$ cat config.mk
export PLATFORM = sky130hd
export DESIGN_NAME = synth_port_device_flat
export DESIGN_NICKNAME = d
export VERILOG_FILES = /design/src/hdl/synth_port_pkg.sv /design/src/hdl/synth_link_if.sv /design/src/hdl/sync_2ff.sv /design/src/hdl/synth_port_device.sv /design/src/flat_wrapper.sv
export VERILOG_INCLUDE_DIRS = /design/src /design/src/hdl
export SDC_FILE = /design/constraint.sdc
export NUM_CORES = 1
export LEC_CHECK = 0
export BUFFER_PORTS_ARGS = -buffer_cell sky130_fd_sc_hd__buf_2
export CORE_ASPECT_RATIO = 1.5
export CORE_UTILIZATION = 35
export CTS_CLUSTER_DIAMETER = 80
export CTS_CLUSTER_SIZE = 25
export DETAILED_ROUTE_END_ITERATION = 6
export GPL_ROUTABILITY_DRIVEN = 1
export PLACE_DENSITY = 0.56
export SYNTH_ARGS = -nofsm -noshare
export SYNTH_HDL_FRONTEND = slang
export SYNTH_SLANG_ARGS = --single-unit
$ cat constraint.sdc
create_clock -name mclk -period 194.8 [get_ports mclk]
set_input_delay 19.48 -clock mclk [delete_from_list [all_inputs] [get_ports mclk]]
set_output_delay 19.48 -clock mclk [all_outputs]
set_load 0.05 [all_outputs]
$ cat src/hdl/synth_port_params.svh
// Operation
// - Device samples data MSB first on clock rise
// - Host idles enable high, lowers it first
// - Enable rise commits by count: 8/16/15/24
// - Registers change only at frame end
// - 24-bit divider frame drops first nine bits
// - Device echoes bits on clock falling edges
// - Host always writes 64 to setup byte
// - Host serial clock at most 4 MHz
// - Host moves enable only while clock low
// - Output equals reference times multiplier over divider
// - Host keeps divider within 1600 to 2500
// - Host keeps output within 100 to 160 MHz; checked only on multiplier writes, against the last divider sent
// - Registers written singly, any order
// - Programmed frequency holds once all three written
// - New frequency settles within 5 ms
// - Unprogrammed output free runs, 80 to 120 MHz
`ifndef SYNTH_PORT_PARAMS_SVH
`define SYNTH_PORT_PARAMS_SVH

//--------------------------------------------------------------
// Timing
//--------------------------------------------------------------
`define SP_MCLK_KHZ 50000
`define SP_MCLK_NS 20
`define SP_SCLK_MAX_KHZ 4000
`define SP_HALF_CYCLES ((`SP_MCLK_KHZ + 2 * `SP_SCLK_MAX_KHZ - 1) / (2 * `SP_SCLK_MAX_KHZ))
`define SP_EN_SETUP_NS 100
`define SP_EN_HIGH_NS 300
`define SP_LEAD_TICKS ((`SP_EN_SETUP_NS + `SP_HALF_CYCLES * `SP_MCLK_NS - 1) / (`SP_HALF_CYCLES * `SP_MCLK_NS))
`define SP_GAP_TICKS ((`SP_EN_HIGH_NS + `SP_HALF_CYCLES * `SP_MCLK_NS - 1) / (`SP_HALF_CYCLES * `SP_MCLK_NS))
`define SP_SETTLE_MS 5
`define SP_SETTLE_CYCLES (`SP_SETTLE_MS * `SP_MCLK_KHZ)

//--------------------------------------------------------------
// Frame lengths and fields
//--------------------------------------------------------------
`define SP_LEN_SETUP 5'h08
`define SP_LEN_MULT 5'h10
`define SP_LEN_DIV_SHORT 5'h0F
`define SP_LEN_DIV_LONG 5'h18
`define SP_DIV_SKIP 9
`define SP_SETUP_VALUE 8'h40

//--------------------------------------------------------------
// Frequency plan, kHz
//--------------------------------------------------------------
`define SP_REF_KHZ 32'h0000_2710
`define SP_OUT_MIN_KHZ 32'h0001_86A0
`define SP_OUT_MAX_KHZ 32'h0002_7100
`define SP_FREE_RUN_KHZ 32'h0001_86A0
`define SP_DIV_MIN 15'h0640
`define SP_DIV_MAX 15'h09C4
`define SP_HOST_DIV_INIT 15'h07D0

//--------------------------------------------------------------
// Reset values
//--------------------------------------------------------------
`define SP_ENABLE_IDLE 1'b1

`endif

$ cat src/hdl/synth_port_pkg.sv
package synth_port_pkg;

	// Frame kinds the host can send
	typedef enum logic [1:0] {
		KIND_SETUP = 2'h0,
		KIND_MULT = 2'h1,
		KIND_DIV15 = 2'h2,
		KIND_DIV24 = 2'h3
	} frame_kind_t;

	// Host sequencer, Gray along the frame
	typedef enum logic [2:0] {
		H_IDLE = 3'h0,
		H_LEAD = 3'h1,
		H_LOW = 3'h3,
		H_HIGH = 3'h2,
		H_TAIL = 3'h6,
		H_GAP = 3'h7
	} host_state_t;

endpackage : synth_port_pkg

$ cat src/hdl/synth_link_if.sv
`timescale 1ns/1ps
`default_nettype none

interface synth_link_if;
	logic sclk;
	logic enableN;
	logic sdata;
	logic dataOut;
	logic dataOutOe;
	logic dataLine;

	// Tristate echo line, shows the inverse when released
	assign dataLine = dataOutOe ? dataOut : ~dataOut;

	modport device (
		input sclk,
		input enableN,
		input sdata,
		output dataOut,
		output dataOutOe
	);

	modport host (
		output sclk,
		output enableN,
		output sdata,
		input dataLine
	);
endinterface : synth_link_if

`default_nettype wire

$ cat src/hdl/sync_2ff.sv
`timescale 1ns/1ps
`default_nettype none

module sync_2ff #(
	parameter int WIDTH = 3,
	parameter logic [WIDTH-1:0] INIT = '0
) (
	input wire logic mclk,
	input wire logic reset,
	input wire logic [WIDTH-1:0] async,
	output logic [WIDTH-1:0] synced
);
	logic [WIDTH-1:0] meta_q;
	logic [WIDTH-1:0] sync_q;

	//--------------------------------------------------------------
	// Two flops, first read only by second
	//--------------------------------------------------------------
	always_ff @(posedge mclk)
	begin
		if (reset)
		begin
			meta_q <= INIT;
			sync_q <= INIT;
		end
		else
		begin
			meta_q <= async;
			sync_q <= meta_q;
		end
	end

	assign synced = sync_q;
endmodule : sync_2ff

`default_nettype wire

$ cat src/hdl/synth_port_device.sv
`timescale 1ns/1ps
`default_nettype none
`include "synth_port_params.svh"

module synth_port_device #(
	parameter int SETTLE_CYCLES = `SP_SETTLE_CYCLES
) (
	input wire logic mclk,
	input wire logic reset,
	synth_link_if.device link,
	output logic [7:0] setupByte,
	output logic [15:0] loopMultiplier,
	output logic [14:0] baseDivide,
	output logic configured,
	output logic freeRun,
	output logic settling,
	output logic locked,
	output logic [31:0] outFreqKhz,
	output logic commitPulse,
	output logic rejectPulse
);
	import synth_port_pkg::*;

	// Reference times multiplier over divider, in kHz
	function automatic logic [31:0] targetKhz(input logic [15:0] mult,
		input logic [14:0] div);
		logic [31:0] prod;
		prod = `SP_REF_KHZ * {16'h0000, mult};
		if (div == 15'h0000)
			targetKhz = 32'h0000_0000;
		else
			targetKhz = prod / {17'h00000, div};
	endfunction : targetKhz

	//--------------------------------------------------------------
	// Pin synchronisers and edge detect
	//--------------------------------------------------------------
	logic [2:0] pinsSync;
	logic sclkS;
	logic enNS;
	logic sdataS;
	logic sclkPrev_q;
	logic enNPrev_q;
	logic sclkRise;
	logic sclkFall;
	logic enFall;
	logic enRise;

	sync_2ff #(
		.WIDTH(3),
		.INIT({1'b0, `SP_ENABLE_IDLE, 1'b0})
	) u_sync (
		.mclk(mclk),
		.reset(reset),
		.async({link.sclk, link.enableN, link.sdata}),
		.synced(pinsSync)
	);

	assign sclkS = pinsSync[2];
	assign enNS = pinsSync[1];
	assign sdataS = pinsSync[0];
	assign sclkRise = sclkS & ~sclkPrev_q;
	assign sclkFall = ~sclkS & sclkPrev_q;
	assign enFall = ~enNS & enNPrev_q;
	assign enRise = enNS & ~enNPrev_q;

	// Previous levels for edge detection
	always_ff @(posedge mclk)
	begin
		if (reset)
		begin
			sclkPrev_q <= 1'b0;
			enNPrev_q <= `SP_ENABLE_IDLE;
		end
		else
		begin
			sclkPrev_q <= sclkS;
			enNPrev_q <= enNS;
		end
	end

	//--------------------------------------------------------------
	// Shifter, counter, commit
	//--------------------------------------------------------------
	logic [23:0] shift_q, shift_d;
	logic [4:0] count_q, count_d;
	logic open_q, open_d;
	logic echo_q, echo_d;
	logic [7:0] setup_q, setup_d;
	logic [15:0] mult_q, mult_d;
	logic [14:0] div_q, div_d;
	logic [2:0] written_q, written_d;
	logic commit_q, commit_d;
	logic reject_q, reject_d;

	// Next state of the serial front end
	always_comb
	begin
		shift_d = shift_q;
		count_d = count_q;
		open_d = open_q;
		echo_d = echo_q;
		setup_d = setup_q;
		mult_d = mult_q;
		div_d = div_q;
		written_d = written_q;
		commit_d = 1'b0;
		reject_d = 1'b0;
		if (enFall)
		begin
			open_d = 1'b1;
			count_d = 5'h00;
			shift_d = 24'h00_0000;
		end
		else if (open_q && !enNS && sclkRise)
		begin
			shift_d = {shift_q[22:0], sdataS};
			if (count_q != 5'h1F)
				count_d = count_q + 5'h01;
		end
		// Echo last bit taken on each falling edge
		if (open_q && !enNS && sclkFall)
			echo_d = shift_q[0];
		// Registers move only at enable rise
		if (enRise && open_q)
		begin
			open_d = 1'b0;
			commit_d = 1'b1;
			case (count_q)
				`SP_LEN_SETUP:
				begin
					setup_d = shift_q[7:0];
					written_d[0] = 1'b1;
				end
				`SP_LEN_MULT:
				begin
					mult_d = shift_q[15:0];
					written_d[1] = 1'b1;
				end
				`SP_LEN_DIV_SHORT, `SP_LEN_DIV_LONG:
				begin
					div_d = shift_q[14:0];
					written_d[2] = 1'b1;
				end
				default:
				begin
					commit_d = 1'b0;
					reject_d = 1'b1;
				end
			endcase
		end
	end

	// Front end registers
	always_ff @(posedge mclk)
	begin
		if (reset)
		begin
			shift_q <= 24'h00_0000;
			count_q <= 5'h00;
			open_q <= 1'b0;
			echo_q <= 1'b0;
			setup_q <= 8'h00;
			mult_q <= 16'h0000;
			div_q <= 15'h0000;
			written_q <= 3'h0;
			commit_q <= 1'b0;
			reject_q <= 1'b0;
		end
		else
		begin
			shift_q <= shift_d;
			count_q <= count_d;
			open_q <= open_d;
			echo_q <= echo_d;
			setup_q <= setup_d;
			mult_q <= mult_d;
			div_q <= div_d;
			written_q <= written_d;
			commit_q <= commit_d;
			reject_q <= reject_d;
		end
	end

	//--------------------------------------------------------------
	// Synthesizer model: settle timer and output rate
	//--------------------------------------------------------------
	logic [31:0] settle_q, settle_d;
	logic [31:0] freq_q, freq_d;
	logic allWritten;

	assign allWritten = &written_q;

	// Settling starts on every commit once programmed
	always_comb
	begin
		settle_d = settle_q;
		freq_d = freq_q;
		if (!allWritten)
			freq_d = `SP_FREE_RUN_KHZ;
		else if (commit_q)
			settle_d = 32'(SETTLE_CYCLES);
		else if (settle_q > 32'h0000_0001)
			settle_d = settle_q - 32'h0000_0001;
		else if (settle_q == 32'h0000_0001)
		begin
			settle_d = 32'h0000_0000;
			freq_d = targetKhz(mult_q, div_q);
		end
	end

	// Synthesizer registers
	always_ff @(posedge mclk)
	begin
		if (reset)
		begin
			settle_q <= 32'h0000_0000;
			freq_q <= `SP_FREE_RUN_KHZ;
		end
		else
		begin
			settle_q <= settle_d;
			freq_q <= freq_d;
		end
	end

	//--------------------------------------------------------------
	// Outputs
	//--------------------------------------------------------------
	assign link.dataOut = echo_q;
	assign link.dataOutOe = open_q; // Drives only inside a frame
	assign setupByte = setup_q;
	assign loopMultiplier = mult_q;
	assign baseDivide = div_q;
	assign configured = allWritten;
	assign freeRun = ~allWritten;
	assign settling = allWritten & (settle_q != 32'h0000_0000);
	assign locked = allWritten & (settle_q == 32'h0000_0000);
	assign outFreqKhz = freq_q;
	assign commitPulse = commit_q;
	assign rejectPulse = reject_q;
endmodule : synth_port_device

`default_nettype wire

$ cat src/flat_wrapper.sv
// flat-port wrapper written by rule: the top's interface ports become plain ports
module synth_port_device_flat import synth_port_pkg::*;
#(
	parameter int SETTLE_CYCLES = `SP_SETTLE_CYCLES
)
  (mclk, reset, setupByte, loopMultiplier, baseDivide, configured, freeRun, settling, locked, outFreqKhz, commitPulse, rejectPulse, link_sclk, link_enableN, link_sdata, link_dataOut, link_dataOutOe);
  synth_link_if link_i ();
  input wire logic mclk;
  input wire logic reset;
  output logic [7:0] setupByte;
  output logic [15:0] loopMultiplier;
  output logic [14:0] baseDivide;
  output logic configured;
  output logic freeRun;
  output logic settling;
  output logic locked;
  output logic [31:0] outFreqKhz;
  output logic commitPulse;
  output logic rejectPulse;
  input wire logic [$bits(link_i.sclk)-1:0] link_sclk;
  input wire logic [$bits(link_i.enableN)-1:0] link_enableN;
  input wire logic [$bits(link_i.sdata)-1:0] link_sdata;
  output wire logic [$bits(link_i.dataOut)-1:0] link_dataOut;
  output wire logic [$bits(link_i.dataOutOe)-1:0] link_dataOutOe;
  assign link_i.sclk = link_sclk;
  assign link_i.enableN = link_enableN;
  assign link_i.sdata = link_sdata;
  assign link_dataOut = link_i.dataOut;
  assign link_dataOutOe = link_i.dataOutOe;
  synth_port_device #(.SETTLE_CYCLES(SETTLE_CYCLES)) u_core (.mclk(mclk), .reset(reset), .link(link_i), .setupByte(setupByte), .loopMultiplier(loopMultiplier), .baseDivide(baseDivide), .configured(configured), .freeRun(freeRun), .settling(settling), .locked(locked), .outFreqKhz(outFreqKhz), .commitPulse(commitPulse), .rejectPulse(rejectPulse));
endmodule
==> out/metrics.cfg <==
[status]
status = complete, no violations

[detailed_routing]
post_drt_wl_per_cell_um = 21.82
drt-pass1-iter-count = 5
num_vias = 34340
dr.first_iter.drc_count = 2075
drt-total-wl_mm = 122.5
drc_errors = 0
ant_nets = 0
vias_per_cell = 6.115

[placement]
io_buffer_count = 83
dp_hpwl_mm = 97.05
pre_cts_slack_ps = 89570
place_area_um2 = 33690
place.gp.congestion = 0.9742

[synth]
synth_edf_count = 0
synthFlopType = dfxtp_1
synth.yosys.seq_area_share_pct = 8.709
syn_inst = 4420
yosysUniqueCellTypes = 121
synth_area_um2 = 31950
postSynthAreaPerCell_um2 = 7.229
yosysTopAreaCellShare_pct = 17.62
ys_warn_count = 0
synth-async-reset-ratio_pct = 0
synth_top_area_cell = ha_1
synth_area_leaders = ha_1, dfxtp_1, nor2_1, a21oi_1, nand2_1
synth_common_cells = ha_1, nor2_1, nand2_1
ys_ff_latch = 139
syn-num-nets = 4911
yosysMostFrequentCell = ha_1

[job]
max-cap-violations = 0

[die]
die_h_um = 372.1
die_w_um = 248.7
die_area_um2 = 92530
fp-row-count = 135
boundaryPins = 84
start_util_pct = 35.36
coreArea_um2 = 90370

[sta]
drv_slew = 0
holdWs_ps = 419.2
finalHoldViolCount = 0
fmax_mhz = 9.348
grt_setup_unrepaired = no
period_needed_ps = 106970
clock_skew_ps = 36.75
maxSlewHeadroom_pct = 12.02
setup_viol = 0
period_share_pct = 54.91
worstMarginPinSlew_ps = 1308
setup_tns_ps = 0
fin_ws_ps = 87830

[grt]
track_usage_pct = 25.78
antenna_found_initial = 1
grt.overflow.total = 0
grt_pass1_vias = 33270
grt_pass1_wl_mm = 187.9
grt_max_degree = 48

[worst_setup_path]
cp-start-kind = flop
setup.worst_path.class = reg -> reg
critical_path.most_common_cell = o21a_1
cp.required_ps = 195160
cp.arrival_ps = 107330
slowest_stage = o31ai_1
slowest_delay_ps = 990
cp_max_fo = 33
worst_setup_path_end_kind = flop

[cts]
clk_latency_ps = 500
cts-root-buf = clkbuf_16
holdBufCountCts = 0
cts.sinks = 139
clockBufferDepth = 2
post_cts_buffers = 0
cts_resized = 0
cts_tree = yes
h-tree-depth = 4
cts_buffers = 17
clk_pin_slew_worst_paths_ps = 90

[finish]
final_area_um2 = 34260
drive_gt1_share_pct = 8.491
multiInputGateArea_um2 = 27900
num-fill-cells = 9532
regArea_um2 = 2783
nets = 4930
diodes = 0
area_growth_pct = 7.237

[min_path]
hp-class = reg -> reg

[metrics by stage]
stage,instances,util (%)
detailed placement,5584,37.28
global placement,5584,37.28
global route,5616,37.92
floorplan,4420,-
CTS,5616,37.92
finish,5616,37.92
[state kept, by name, indices dropped and copies added (netlist names), 3 cells and up]
name / cells
u_core.count_q: 5
u_core.u_sync.synced: 3
u_core.written_q: 3
u_core.settle_q: 32
u_core.loopMultiplier: 16
u_core.baseDivide: 15
u_core.shift_q: 16
u_core.setupByte: 8
u_core.u_sync.meta_q: 3
u_core.outFreqKhz: 32
[layout make-up]
| cell class | count | share of cell area (%) |
|---|---|---|
| multi-input combinational | 3950 | 81.43 |
| sequential | 139 | 8.121 |
| tap | 1164 | 4.251 |
| timing repair buffer | 138 | 2.417 |
| inverter | 193 | 2.114 |
| clock buffer | 17 | 1.242 |
| clock inverter | 15 | 0.4272 |
[layer usage]
| metal | share of wire (%) | GRT usage [%] |
|---|---|---|
| met1 | 39 | 27.70 |
| met2 | 50 | 47.90 |
| met3 | 4.4 | 2.996 |
| met4 | 6.6 | 16.26 |
| met5 | 0.011 | 0 |
[final timing paths]
path                                  start                       to  slack, ps  cells after the start
setup / recovery  u_core.loopMultiplier[11]     u_core.outFreqKhz[0]      87830                    439
hold / removal      u_core.u_sync.meta_q[1]  u_core.u_sync.synced[1]        420                      1
setup reg to reg  u_core.loopMultiplier[11]     u_core.outFreqKhz[0]      87830                    439
hold reg to reg     u_core.u_sync.meta_q[1]  u_core.u_sync.synced[1]        420                      1
[worst max-delay path: cells and delay by family (launching register included)]
kind,cells,cell delay [ps]
AO/OA/AOI/OAI,274,62840
XOR/XNOR,1,530
adder cells (fa/ha/maj),37,11730
buffers and inverters,24,4080
flip-flops,1,600
multiplexers,6,2060
AND/OR/NAND/NOR,97,24680
[cell families (layout without fill, tap and decap cells)]
kind of cell,count (synthesis),in the layout,synth area share (%)
mux,151,151,5.130
xor+xnor,202,202,5.537
other cells,1,1,0.01174
fa+ha+maj,486,486,19.88
compound gates,1397,1397,30.03
buf+inv,331,363,4.096
simple gates,1713,1713,26.61
flops,139,139,8.709
[cell usage in the layout (no fill, tap or decap), types with 39 or more instances in the layout]
cell	n
a211oi_1	40
a21o_1	101
a21oi_1	329
a31oi_1	39
and2_1	46
and3_1	41
buf_2	83
buf_4	55
dfxtp_1	139
ha_1	450
inv_1	190
mux2_2	79
mux2i_1	66
nand2_1	400
nand2b_1	54
nand3_1	125
nand4_1	71
nor2_1	443
nor2b_1	41
nor3_1	239
o211ai_1	65
o21a_1	198
o21ai_0	214
o31ai_1	108
or3_1	60
xnor2_1	118
xor2_1	84
Power is left out: the tool's default activity adds up to more than one toggle a clock period on the data nets, which glitch-free logic cannot reach.
